## src/inc/scd_pkg.sv

```systemverilog
package scd_pkg;

	// Frame geometry, least significant bit shifted first
	localparam int FRAME_BITS = 16;
	localparam logic [4:0] FRAME_BITS_CNT = 5'h10;
	localparam logic [4:0] BIT_CNT_MAX = 5'h1f;
	localparam int MS_LSB = 0;
	localparam int CS_LSB = 3;
	localparam int DATA_LSB = 6;
	localparam logic [4:0] DATA_LSB_CNT = 5'h06;
	localparam int DATA_BITS = 10;
	// Header position inside the receive register once DATA_LSB bits are in
	localparam int EARLY_MS_LSB = FRAME_BITS - DATA_LSB + MS_LSB;
	localparam int EARLY_CS_LSB = FRAME_BITS - DATA_LSB + CS_LSB;

	// Mode selection and register selection codes
	localparam logic [2:0] MODE_READ_ONLY = 3'h3;
	localparam logic [2:0] SEL_CFG = 3'h4;
	localparam logic [2:0] SEL_COMM = 3'h5;
	localparam logic [2:0] SEL_WD = 3'h6;
	localparam logic [2:0] SEL_DIAG = 3'h7;

	// Communication setup fields (frame bit positions)
	localparam int LIN_SLOPE_BIT = 6;
	localparam int CAN_MODE_LSB = 7;
	localparam int LIN_MODE_LSB = 9;
	// Watchdog setup fields
	localparam int WD_PERIOD_LSB = 6;
	localparam int WD_TYPE_BIT = 11;
	localparam int WD_RSVD_BIT = 12;
	localparam int WD_EN_BIT = 13;
	localparam int WD_PARITY_BIT = 14;
	// Configuration fields
	localparam int RT_LSB = 6;
	localparam int LH_ON_BIT = 8;
	localparam int WDFAIL_TO_LIMP_COUNT_BIT = 9;

	// Transceiver cell modes, shared by CAN and LIN
	typedef enum logic [1:0] {
		CELL_OFF = 2'h0,
		CELL_WAKE = 2'h1,
		CELL_RX_ONLY = 2'h2,
		CELL_NORMAL = 2'h3
	} scd_cell_mode_e;

	// Reset values
	localparam logic LIN_SLOPE_RST = 1'h1;
	localparam logic [1:0] CAN_MODE_RST = CELL_OFF;
	localparam logic [1:0] LIN_MODE_RST = CELL_OFF;
	localparam logic WD_TYPE_RST = 1'h1;
	localparam logic WD_EN_RST = 1'h1;
	localparam logic WD_RSVD_VAL = 1'h1;
	localparam logic [4:0] WD_PERIOD_RST = 5'h0f;
	localparam logic [1:0] RT_INVALID = 2'h0;
	localparam logic [1:0] RT_RST = 2'h1;
	localparam logic LH_ON_RST = 1'h0;
	localparam logic WDFAIL_TO_LIMP_COUNT_RST = 1'h1;
	localparam logic [1:0] RC_NONE = 2'h0;
	localparam logic [2:0] LH_NONE = 3'h0;
	localparam logic [2:0] LH_RESERVED = 3'h7;
	localparam logic [1:0] STRAP_SETTLE = 2'h3;

	// Watchdog period arithmetic, milliseconds
	localparam logic [4:0] WD_SPLIT = 5'h10;
	localparam logic [10:0] WD_STEP_LO = 11'h010;
	localparam logic [10:0] WD_STEP_HI = 11'h030;
	localparam logic [10:0] WD_OFFSET_HI = 11'h1d0;

	// Frame tracking states
	typedef enum logic [2:0] {
		ST_IDLE = 3'h1,
		ST_SHIFT = 3'h2,
		ST_DONE = 3'h4
	} scd_frame_state_e;

endpackage

```

## src/rtl/scd_config_diag.sv

```systemverilog
// Operation
// - Selection 101 holds LIN slope bit, reset 1; 1 means low-slope LIN.
// - Two-bit CAN mode, reset 00: off, wake capable, receive only, normal.
// - Two-bit LIN mode, reset 00, same coding as the CAN mode.
// - Selection 110 holds watchdog type and enable, both reset 1.
// - Watchdog write needs parity of bits 13..6, else old setting stays.
// - Selection 111 ignores written data and returns diagnostic fields.
// - Threshold code 01,10,11 selects level; 00 leaves previous threshold.
// - Period code n: (n+1)*16 ms below 16, n*48-464 ms from 16 up; default 15.
// - Restart cause: none, undervoltage, watchdog or wake, flash or external reset.
// - Restart cause clears when read with a read-only command.
// - Restart cause clears when leaving sleep or fail-safe mode.
// - Limp-home cause is a three-bit code of the activation reason.
// - Limp-home cause returns to 000 when host switches limp-home off.
// - Readout 000..011 reports strapped watchdog reaction configuration.
// - Readout 100..111 means development mode: watchdog failure has no effect.
// - Diagnostic encodings apply to shifted-out data only.
// - Host can read strap, test pin and watchdog-to-limp-home setting.
// - Read-only clears selected flags, writes nothing, answers in same frame.
// - Other commands answer the selection during the following frame.
module scd_config_diag (
	input wire logic i_clock,
	input wire logic i_rst_n,
	input wire logic i_clk_en,
	input wire logic i_spi_csn_n,
	input wire logic i_spi_sck,
	input wire logic i_spi_sdi,
	output logic o_spi_sdo,
	output logic o_spi_sdo_en_n,
	input wire logic i_strap_int_cfg,
	input wire logic i_test_pin,
	input wire logic i_restart_event,
	input wire logic [1:0] i_restart_code,
	input wire logic i_limp_event,
	input wire logic [2:0] i_limp_code,
	input wire logic i_leave_sleep_fs,
	output logic o_lin_low_slope_select,
	output logic [1:0] o_can_mode,
	output logic [1:0] o_lin_cell_mode_field,
	output logic o_wd_type_select,
	output logic o_wd_enable_bit,
	output logic [4:0] o_wd_period_code,
	output logic [10:0] o_wd_period_ms,
	output logic [1:0] o_reset_threshold_field,
	output logic o_limp_home_on,
	output logic o_wdfail_to_limp_count,
	output logic o_sw_dev_mode,
	output logic o_frame_accept,
	output logic o_read_only,
	output logic o_wd_reject
);

	logic [4:0] sync_out;
	logic csn_s, sck_s, sdi_s, strap_s, test_s;
	logic csn_q, sck_q;
	logic sck_rise, sck_fall, csn_rise, csn_fall;
	scd_pkg::scd_frame_state_e state;
	logic [4:0] bit_cnt;
	logic [15:0] rx;
	logic [15:0] tx;
	logic [2:0] prev_sel;
	logic last_reject;
	logic commit, is_ro, is_write;
	logic [2:0] cmd_ms, cmd_cs;
	logic early_ro;
	logic [2:0] early_cs;
	logic wd_parity_ok;
	logic [4:0] rx_period;
	logic [1:0] rx_rt;
	logic [1:0] restart_cause;
	logic [2:0] limp_cause;
	logic [2:0] strap_readout;
	logic strap_int, strap_test;
	logic [1:0] strap_cnt;

	// Pins are asynchronous to the core clock; chip select idles high
	scd_sync #(.WIDTH(5), .RST_VAL(5'h01)) u_pin_sync (
		.i_clock(i_clock),
		.i_rst_n(i_rst_n),
		.i_clk_en(i_clk_en),
		.i_async({i_test_pin, i_strap_int_cfg, i_spi_sdi, i_spi_sck, i_spi_csn_n}),
		.o_sync(sync_out)
	);
	assign {test_s, strap_s, sdi_s, sck_s, csn_s} = sync_out;

	// Watchdog period decode from the stored code
	scd_wd_period u_wd_period (
		.i_clock(i_clock),
		.i_rst_n(i_rst_n),
		.i_clk_en(i_clk_en),
		.i_code(o_wd_period_code),
		.o_period_ms(o_wd_period_ms)
	);

	// Edge history of the synchronised serial pins
	always_ff @(posedge i_clock) begin
		if (!i_rst_n) begin
			csn_q <= 1'h1;
			sck_q <= 1'h0;
		end else if (i_clk_en) begin
			csn_q <= csn_s;
			sck_q <= sck_s;
		end
	end

	// Serial clock edges count only inside a frame
	assign sck_rise = sck_s & ~sck_q & ~csn_s;
	assign sck_fall = ~sck_s & sck_q & ~csn_s;
	assign csn_fall = ~csn_s & csn_q;
	assign csn_rise = csn_s & ~csn_q;

	// Decoded command of a finished frame
	assign commit = (state == scd_pkg::ST_DONE);
	assign cmd_ms = rx[scd_pkg::MS_LSB +: 3];
	assign cmd_cs = rx[scd_pkg::CS_LSB +: 3];
	assign is_ro = (cmd_ms == scd_pkg::MODE_READ_ONLY);
	assign is_write = ~is_ro;
	assign early_ro = (rx[scd_pkg::EARLY_MS_LSB +: 3] == scd_pkg::MODE_READ_ONLY);
	assign early_cs = rx[scd_pkg::EARLY_CS_LSB +: 3];
	assign wd_parity_ok = (rx[scd_pkg::WD_PARITY_BIT] == ^rx[scd_pkg::WD_EN_BIT:scd_pkg::WD_PERIOD_LSB]);
	assign rx_period = rx[scd_pkg::WD_PERIOD_LSB +: 5];
	assign rx_rt = rx[scd_pkg::RT_LSB +: 2];

	// Frame tracking; a frame of the wrong length is dropped at chip select release
	always_ff @(posedge i_clock) begin
		if (!i_rst_n) begin
			state <= scd_pkg::ST_IDLE;
		end else if (i_clk_en) begin
			case (state)
				scd_pkg::ST_IDLE: begin
					if (csn_fall) begin
						state <= scd_pkg::ST_SHIFT;
					end
				end
				scd_pkg::ST_SHIFT: begin
					if (csn_rise) begin
						state <= (bit_cnt == scd_pkg::FRAME_BITS_CNT) ? scd_pkg::ST_DONE : scd_pkg::ST_IDLE;
					end
				end
				scd_pkg::ST_DONE: begin
					state <= scd_pkg::ST_IDLE;
				end
				default: begin
					state <= scd_pkg::ST_IDLE;
				end
			endcase
		end
	end

	// Receive shifter, sampled on rising serial clock
	always_ff @(posedge i_clock) begin
		if (!i_rst_n) begin
			rx <= 16'h0000;
			bit_cnt <= 5'h00;
		end else if (i_clk_en) begin
			if (csn_fall) begin
				bit_cnt <= 5'h00;
			end else if (sck_rise && state == scd_pkg::ST_SHIFT) begin
				rx <= {sdi_s, rx[15:1]};
				// Saturates so overlong frames are never mistaken for full ones
				if (bit_cnt != scd_pkg::BIT_CNT_MAX) begin
					bit_cnt <= bit_cnt + 5'h01;
				end
			end
		end
	end

	// Answer word for a selection; diagnostic codes exist only on this path
	function automatic logic [9:0] read_word(input logic [2:0] sel);
		logic [9:0] w;
		w = 10'h000;
		case (sel)
			scd_pkg::SEL_CFG: w = {6'h00, o_wdfail_to_limp_count, o_limp_home_on, o_reset_threshold_field};
			scd_pkg::SEL_COMM: w = {5'h00, o_lin_cell_mode_field, o_can_mode, o_lin_low_slope_select};
			scd_pkg::SEL_WD: w = {1'h0, ^{o_wd_enable_bit, scd_pkg::WD_RSVD_VAL, o_wd_type_select, o_wd_period_code},
				o_wd_enable_bit, scd_pkg::WD_RSVD_VAL, o_wd_type_select, o_wd_period_code};
			scd_pkg::SEL_DIAG: w = {2'h0, strap_readout, limp_cause, restart_cause};
			default: w = 10'h000;
		endcase
		return w;
	endfunction

	// Transmit shifter; read-only swaps in its own selection after the header
	always_ff @(posedge i_clock) begin
		if (!i_rst_n) begin
			tx <= 16'h0000;
		end else if (i_clk_en) begin
			if (csn_fall) begin
				tx <= {read_word(prev_sel), prev_sel, 2'h0, last_reject};
			end else if (sck_fall) begin
				if (bit_cnt == scd_pkg::DATA_LSB_CNT && early_ro) begin
					tx <= {6'h00, read_word(early_cs)};
				end else begin
					tx <= {1'h0, tx[15:1]};
				end
			end
		end
	end

	// Output driver released while chip select is high
	always_ff @(posedge i_clock) begin
		if (!i_rst_n) begin
			o_spi_sdo_en_n <= 1'h1;
		end else if (i_clk_en) begin
			o_spi_sdo_en_n <= csn_s;
		end
	end
	assign o_spi_sdo = tx[0];

	// Selection answered by the next frame, and per-frame strobes
	always_ff @(posedge i_clock) begin
		if (!i_rst_n) begin
			prev_sel <= scd_pkg::SEL_CFG;
			last_reject <= 1'h0;
			o_frame_accept <= 1'h0;
			o_read_only <= 1'h0;
			o_wd_reject <= 1'h0;
		end else if (i_clk_en) begin
			o_frame_accept <= commit;
			o_read_only <= commit & is_ro;
			o_wd_reject <= commit & is_write & (cmd_cs == scd_pkg::SEL_WD) & ~wd_parity_ok;
			if (commit) begin
				prev_sel <= cmd_cs;
				last_reject <= is_write & (cmd_cs == scd_pkg::SEL_WD) & ~wd_parity_ok;
			end
		end
	end

	// Communication setup register
	always_ff @(posedge i_clock) begin
		if (!i_rst_n) begin
			o_lin_low_slope_select <= scd_pkg::LIN_SLOPE_RST;
			o_can_mode <= scd_pkg::CAN_MODE_RST;
			o_lin_cell_mode_field <= scd_pkg::LIN_MODE_RST;
		end else if (i_clk_en && commit && is_write && cmd_cs == scd_pkg::SEL_COMM) begin
			o_lin_low_slope_select <= rx[scd_pkg::LIN_SLOPE_BIT];
			o_can_mode <= rx[scd_pkg::CAN_MODE_LSB +: 2];
			o_lin_cell_mode_field <= rx[scd_pkg::LIN_MODE_LSB +: 2];
		end
	end

	// Watchdog register; reserved bit is not stored, always reads one
	always_ff @(posedge i_clock) begin
		if (!i_rst_n) begin
			o_wd_type_select <= scd_pkg::WD_TYPE_RST;
			o_wd_enable_bit <= scd_pkg::WD_EN_RST;
			o_wd_period_code <= scd_pkg::WD_PERIOD_RST;
		end else if (i_clk_en && commit && is_write && cmd_cs == scd_pkg::SEL_WD && wd_parity_ok) begin
			o_wd_type_select <= rx[scd_pkg::WD_TYPE_BIT];
			o_wd_enable_bit <= rx[scd_pkg::WD_EN_BIT];
			o_wd_period_code <= rx_period;
		end
	end

	// Configuration register: threshold, limp-home output, failure count
	always_ff @(posedge i_clock) begin
		if (!i_rst_n) begin
			o_reset_threshold_field <= scd_pkg::RT_RST;
			o_limp_home_on <= scd_pkg::LH_ON_RST;
			o_wdfail_to_limp_count <= scd_pkg::WDFAIL_TO_LIMP_COUNT_RST;
		end else if (i_clk_en && commit && is_write && cmd_cs == scd_pkg::SEL_CFG) begin
			// Invalid code would leave the reset comparator undefined
			if (rx_rt != scd_pkg::RT_INVALID) begin
				o_reset_threshold_field <= rx_rt;
			end
			o_limp_home_on <= rx[scd_pkg::LH_ON_BIT];
			o_wdfail_to_limp_count <= rx[scd_pkg::WDFAIL_TO_LIMP_COUNT_BIT];
		end
	end

	// Restart cause; a new event beats a clear in the same cycle
	always_ff @(posedge i_clock) begin
		if (!i_rst_n) begin
			restart_cause <= scd_pkg::RC_NONE;
		end else if (i_clk_en) begin
			if (i_restart_event) begin
				restart_cause <= i_restart_code;
			end else if (commit && is_ro && cmd_cs == scd_pkg::SEL_DIAG) begin
				restart_cause <= scd_pkg::RC_NONE;
			end else if (i_leave_sleep_fs) begin
				restart_cause <= scd_pkg::RC_NONE;
			end
		end
	end

	// Limp-home cause; reserved code never stored, set beats clear
	always_ff @(posedge i_clock) begin
		if (!i_rst_n) begin
			limp_cause <= scd_pkg::LH_NONE;
		end else if (i_clk_en) begin
			if (i_limp_event && i_limp_code != scd_pkg::LH_RESERVED) begin
				limp_cause <= i_limp_code;
			end else if (commit && is_write && cmd_cs == scd_pkg::SEL_CFG && !rx[scd_pkg::LH_ON_BIT]) begin
				limp_cause <= scd_pkg::LH_NONE;
			end
		end
	end

	// Straps are caught once the synchronisers hold real pin levels
	always_ff @(posedge i_clock) begin
		if (!i_rst_n) begin
			strap_cnt <= 2'h0;
			strap_int <= 1'h0;
			strap_test <= 1'h0;
		end else if (i_clk_en && strap_cnt != scd_pkg::STRAP_SETTLE) begin
			strap_cnt <= strap_cnt + 2'h1;
			strap_int <= strap_s;
			strap_test <= test_s;
		end
	end

	// Test pin on top selects development mode, then count, then strap
	assign strap_readout = {strap_test, o_wdfail_to_limp_count, strap_int};
	assign o_sw_dev_mode = strap_readout[2];
endmodule // scd_config_diag

```

## src/rtl/scd_sync.sv

```systemverilog
module scd_sync #(
	parameter int WIDTH = 1,
	parameter logic [WIDTH-1:0] RST_VAL = '0
) (
	input wire logic i_clock,
	input wire logic i_rst_n,
	input wire logic i_clk_en,
	input wire logic [WIDTH-1:0] i_async,
	output logic [WIDTH-1:0] o_sync
);

	logic [WIDTH-1:0] meta;

	// Two stages; only the second stage reads the first
	always_ff @(posedge i_clock) begin
		if (!i_rst_n) begin
			meta <= RST_VAL;
			o_sync <= RST_VAL;
		end else if (i_clk_en) begin
			meta <= i_async;
			o_sync <= meta;
		end
	end

endmodule // scd_sync

```

## src/rtl/scd_wd_period.sv

```systemverilog
module scd_wd_period (
	input wire logic i_clock,
	input wire logic i_rst_n,
	input wire logic i_clk_en,
	input wire logic [4:0] i_code,
	output logic [10:0] o_period_ms
);

	logic [10:0] code_w;
	logic [10:0] next_period_ms;

	// Two linear segments, the second starting at the split code
	assign code_w = {6'h00, i_code};
	assign next_period_ms = (i_code < scd_pkg::WD_SPLIT) ?
		(code_w + 11'h001) * scd_pkg::WD_STEP_LO :
		code_w * scd_pkg::WD_STEP_HI - scd_pkg::WD_OFFSET_HI;

	// Registered so the period is a clean data output
	always_ff @(posedge i_clock) begin
		if (!i_rst_n) begin
			o_period_ms <= 11'h100;
		end else if (i_clk_en) begin
			o_period_ms <= next_period_ms;
		end
	end
endmodule // scd_wd_period

```

## config.mk

```make
export PLATFORM = sky130hd
export DESIGN_NAME = scd_config_diag
export DESIGN_NICKNAME = d
export VERILOG_FILES = /design/src/inc/scd_pkg.sv /design/src/rtl/scd_config_diag.sv /design/src/rtl/scd_sync.sv /design/src/rtl/scd_wd_period.sv
export SDC_FILE = /design/constraint.sdc
export NUM_CORES = 1
export LEC_CHECK = 0
export ABC_AREA = 0
export BUFFER_PORTS_ARGS = -buffer_cell sky130_fd_sc_hd__buf_2
export CAP_MARGIN = 40
export CELL_PAD_IN_SITES_DETAIL_PLACEMENT = 0
export CELL_PAD_IN_SITES_GLOBAL_PLACEMENT = 1
export CORE_MARGIN = 2
export CORE_UTILIZATION = 46
export DETAILED_ROUTE_END_ITERATION = 7
export PLACE_DENSITY_LB_ADDON = 0.12
export SETUP_SLACK_MARGIN = 0.5
export SYNTH_ARGS = -nofsm -noshare
export SYNTH_HDL_FRONTEND = slang
export SYNTH_SLANG_ARGS = --single-unit
```

## constraint.sdc

```tcl
create_clock -name i_clock -period 2.65 [get_ports i_clock]
set_clock_uncertainty 0.05 [all_clocks]
set_input_delay 0 -clock i_clock [delete_from_list [all_inputs] [get_ports i_clock]]
set_output_delay 0 -clock i_clock [all_outputs]
set_load 0.005 [all_outputs]
```

Word-level counts from Yosys, hierarchy flattened
Index checks and enable logic that the tools add are counted.
{ "word_totals": {"out_inout_bits": 33, "reg_bits": 95, "wordCells": 128} }
{ "classes": {"mux": 18, "addsub": 4, "multipliers": 1, "bitwise_logic": 19, "n_reduce_logical": 32, "magnitude_cmp": 1, "n_eq_ne": 25} }
{ "op_table": {"columns": ["operator", "count"], "rows": [
  ["one-hot mux 9 bit (4 select lines)", 2],
  ["== test 3 bit, second input constant", 13],
  ["2-to-1 mux 16 bit", 2],
  ["XOR reduction 8 bit", 2],
  ["logical AND 1 bit", 15],
  ["2-to-1 mux 15 bit", 1],
  ["2-to-1 mux 3 bit", 5],
  ["2-to-1 mux 5 bit", 3],
  ["bitwise AND 1 bit", 12],
  ["2-to-1 mux 11 bit", 1],
  ["subtractor 11 x 9 -> 11 bit, second input constant", 1],
  ["AND reduction 2 bit", 5],
  ["nonzero test 2 bit", 5],
  ["== test 3 x 2 -> 1 bit, second input constant", 3],
  ["AND reduction 3 bit", 3],
  ["multiplier 5 x 2 -> 7 bit, second input constant", 1],
  ["NOT 1 bit", 7],
  ["adder 5 x 1 -> 6 bit, second input constant", 1],
  ["2-to-1 mux 2 bit", 3],
  ["inequality test 2 bit, second input constant", 3],
  ["one-hot mux 3 bit (2 select lines)", 1],
  ["adder 5 x 1 -> 5 bit, second input constant", 1],
  ["== test 5 x 3 -> 1 bit, second input constant", 1],
  ["== test 5 bit, second input constant", 1],
  ["other kinds (8)", 8]
]} }

Depth between registers and ports, before layout
{ "logic_depth": {"depth_word": 7, "mapped_depth": 8, "depth_no_buf": 7} }

Hierarchy
From an unflattened synthesis, not the netlist that was laid out.
{ "unflattened": {"cells_unflattened": 517, "hier_area_um2": 4747.1} }
{ "by_module_without_submodules": {"columns": ["mod", "n_inst", "cells_each", "area_each_um2", "seq_area_each_um2"], "rows": [
  ["scd_config_diag", 1, 409, 3753.6, 1461.4],
  ["scd_wd_period", 1, 77, 624.3, 140.1],
  ["scd_sync", 1, 31, 369.1, 200.2]
]} }

Worst setup path before layout
No wires, ideal clock.
{ "synth_timing": {"path_type": "reg-to-reg", "from": "register rx[6]", "to": "register o_wd_enable_bit", "arrival_ns": 2.011, "setup_ns": 0.129, "slack_ns": 0.459, "path_stages_with_launch": 9, "period_less_slack_ns": 2.191, "path_cell_list": "dfxtp_1 > inv_1 > ha_1 > xnor2_1 > xnor3_1 > nor4b_4 > buf_6 > mux2i_1 > nand2_1"} }
{ "synth_between": {"elab_chain_cells": 3} }
{ "synth_lines": {"columns": ["item", "line_no", "source"], "rows": [
  ["start, declared", "scd_config_diag.sv:59", "logic [15:0] rx;"],
  ["start signal, assigned", "scd_config_diag.sv:159", "rx <= {sdi_s, rx[15:1]};"],
  ["XOR reduction 8 bit", "scd_config_diag.sv:120", "assign wd_parity_ok = (rx[scd_pkg::WD_PARITY_BIT] == ^rx[scd_pkg::WD_EN_BIT:scd_pkg::WD_PERIOD_LSB]);"],
  ["== test 1 bit", "scd_config_diag.sv:120", null],
  ["logical AND 1 bit", "scd_config_diag.sv:248", "end else if (i_clk_en && commit && is_write && cmd_cs == scd_pkg::SEL_WD && wd_parity_ok) begin"],
  ["end signal, assigned", "scd_config_diag.sv:246", "o_wd_enable_bit <= scd_pkg::WD_EN_RST;"],
  ["end signal, assigned", "scd_config_diag.sv:250", "o_wd_enable_bit <= rx[scd_pkg::WD_EN_BIT];"],
  ["end, declared", "scd_config_diag.sv:41", "output logic o_wd_enable_bit,"]
]} }
No other way between the ends.
A chain may end at the register's enable or synchronous reset.

Worst setup path in the final report
{ "layout_timing": {"from": "register rx[7]", "to": "register o_wd_enable_bit"} }
The elaborated chain is that of the path after synthesis.

==> reports/metrics.yaml <==
run_status:
  status: "finished, final reports clean"
finish:
  drive_above_1_share: 0.204
  final_area_sq_mm: 0.00552
  n_antenna_cell: 0
  nNetsFinal: 574
  syn_to_final_growth_pct: 17.1
critical_path:
  crit_path_start_kind: "register"
  crit_arrival_ps: 2340
  end_kind: "register"
  worstPathRequired_ps: 2840
  crit_type: "register to register"
  cp_max_fo: 7
synth:
  ys_seq_elements: 90
  yosysMostFrequentCell: "dfxtp_1"
  synth_common_cells: "dfxtp_1, mux2i_1, nor2b_1"
  synth-simple-area-share: 0.209
  ys_seq_area_frac: 0.383
  synth_top_family_by_area: "simple AND/OR/NAND/NOR gates"
  synthDistinctLibCells: 58
  synth_top_area_share: 0.383
  ys_warn_count: 0
  synth_enable_flop_cells: 0
  syn_inst: 488
  ys.flop_type: "dfxtp_1"
  synth_fa_ha_area_frac: 0.0388
  synthTopCellsByArea: "dfxtp_1, mux2i_1, nor2b_1"
  syn-mean-instance-area_sq_um: 9.65
  synth.largest_area_cell: "dfxtp_1"
  synth.area.mux_share: 0.162
  synth_xor_area_frac: 0.0420
  async_reset_ff_frac: 0
  synth_compound_area_frac: 0.120
  netlist_area_sq_mm: 0.00471
job:
  cap_violations: 0
sta:
  slew_headroom: 0.551
  fin_crit_ps: 2150
  max_freq_mhz: 466
  final_max_slew_viol_count: 0
  post-route-period-util: 0.809
  setup_ws_ps: 505
  hold_violations: 0
  worst_pin_slew_ps: 669
  whs_ps: 65.0
  rsz0062_at_grt: "yes"
  finalSetupViolations: 0
  finalSetupTns_ps: 0
global_routing:
  grt_pass1_wl_um: 18500
  antenna_found_initial: 0
  grt_usage: 0.213
  grt-ovfl-total: 0
  grt_pass1_vias: 3539
  grt_max_degree: 49
power:
  power.density_mw_per_mm2: 455
  ir_worst_vdd_v: 0.000333
  total_power_mw: 2.51
  power_leakage_nw: 2.28
clocking:
  cts-root-buf: "clkbuf_8"
  cts_tree: "yes"
  clockBufferDepth: 2
  clk_pin_slew_ps: 90
  insertion_delay_ps: 370
  cts.sinks: 90
  cts-buffers-inserted: 9
  htreeDepth: 3
die:
  start_util: 0.477
  fp.dieArea_sq_mm: 0.0111
  die_y_um: 105
  die_x_um: 105
  core_area_sq_mm: 0.00986
  io-pin-count: 49
  std_cell_rows: 36
route:
  drc: 0
  drt-total-wl_um: 11400
  drt_iter0_drc: 147
  routedWlPerCell_um: 16.7
  num_vias: 3712
  first_pass_iters: 4
  vias_per_cell: 5.44
  drtAntennaViolNets: 0
place:
  placed_area_sq_mm: 0.00503
  preCtsSetupSlack_ps: 258
  routabilityCongestion: 0.833
  dp_hpwl_um: 7920
  io_buffers: 44
worst_hold_path:
  hp-class: "primary input to register"
critical path, cell delays in order (launching register included):
cell and delay (ps):
dfxtp_4 400, inv_4 40, ha_4 260, xnor2_2 100
xnor3_1 460, nor4b_4 280, buf_6 170, mux2i_1 190
nand2_1 60
what timing repair did:
action	CTS	global route
hold buffers	14	0
resized for setup	5	26
pin swaps	1	4
endpoints found under the setup margin	11	22
setup buffers	2	2
hold endpoints to repair	12	0
power breakdown:
group	leakage [nW]	internal (mW)	total [mW]	switching, mW
logic	1.45	0.0731	0.146	0.0733
registers	0.732	1.37	1.39	0.0191
clock network	0.0975	0.447	0.977	0.530
total	2.28	1.89	2.51	0.622
per-stage QoR:
step	instances	utilization
after floorplan	491	-
after global placement	647	0.510
after detailed placement	648	0.510
after CTS	680	0.547
after global routing	682	0.559
final	682	0.559
routing by layer:
metal	global-route usage	vias up	part of all wire
met1	0.301	1797	0.49
met4	0.0629	0	0.012
met2	0.329	66	0.47
li1	-	1836	-
met5	0	-	0
met3	0.0418	13	0.029
final timing paths:
kind                           start                                       to  slack, ps  cells after the start
hold / removal               i_rst_n  o_reset_threshold_field[0]$_SDFFE_PN1P_         60                      3
setup reg to reg  rx[7]$_SDFFE_PN0P_             o_wd_enable_bit$_SDFFE_PN1P_        500                      8
hold reg to reg   tx[0]$_SDFFE_PN0P_                       tx[0]$_SDFFE_PN0P_        420                      2
setup / recovery  rx[7]$_SDFFE_PN0P_             o_wd_enable_bit$_SDFFE_PN1P_        500                      8
final cells by class:
type / instances / area, sq um
well taps: 133 / 166
repair buffers: 76 / 499
multi-input cells: 358 / 2780
clock buffers: 10 / 128
inverters: 9 / 38.8
fillers: 913 / 4350
clock inverters: 6 / 72.6
flip-flops and latches: 90 / 1830
registers in the layout, summed over array words and instances (netlist names), 2 cells and up:
register	flops
u_pin_sync.meta	5
tx	15
u_wd_period.o_period_ms	7
restart_cause	2
rx	16
o_wd_period_code	5
limp_cause	3
strap_cnt	2
state	3
prev_sel	3
u_pin_sync.o_sync	5
o_reset_threshold_field	2
o_can_mode	2
o_lin_cell_mode_field	2
bit_cnt	5
logic make-up after synthesis:
kind of cell,count (synthesis)
mux,66
buf+inv,43
xor+xnor,17
other cells,1
flops,90
fa+ha+maj,14
simple gates,177
compound gates,80
placed cells by master (no fill, tap or decap), drive strengths merged, types with 4 or more instances in the layout:
cell         instances
xnor2                9
nor2                17
nor4                 4
inv                 10
and3                 4
and2                 8
dfxtp               90
o21ai               18
buf                 62
mux4                 8
mux2i               58
o211ai               7
conb                 4
a21oi               11
xor2                 5
dlygate4sd3         14
o21a                 6
nand3               25
a32oi                4
clkbuf              10
nand2               40
nor2b               50
o211a                6
a21boi               9
ha                  13
nor3                 8
nand2b               5
Power figures use the tool's default switching activity.
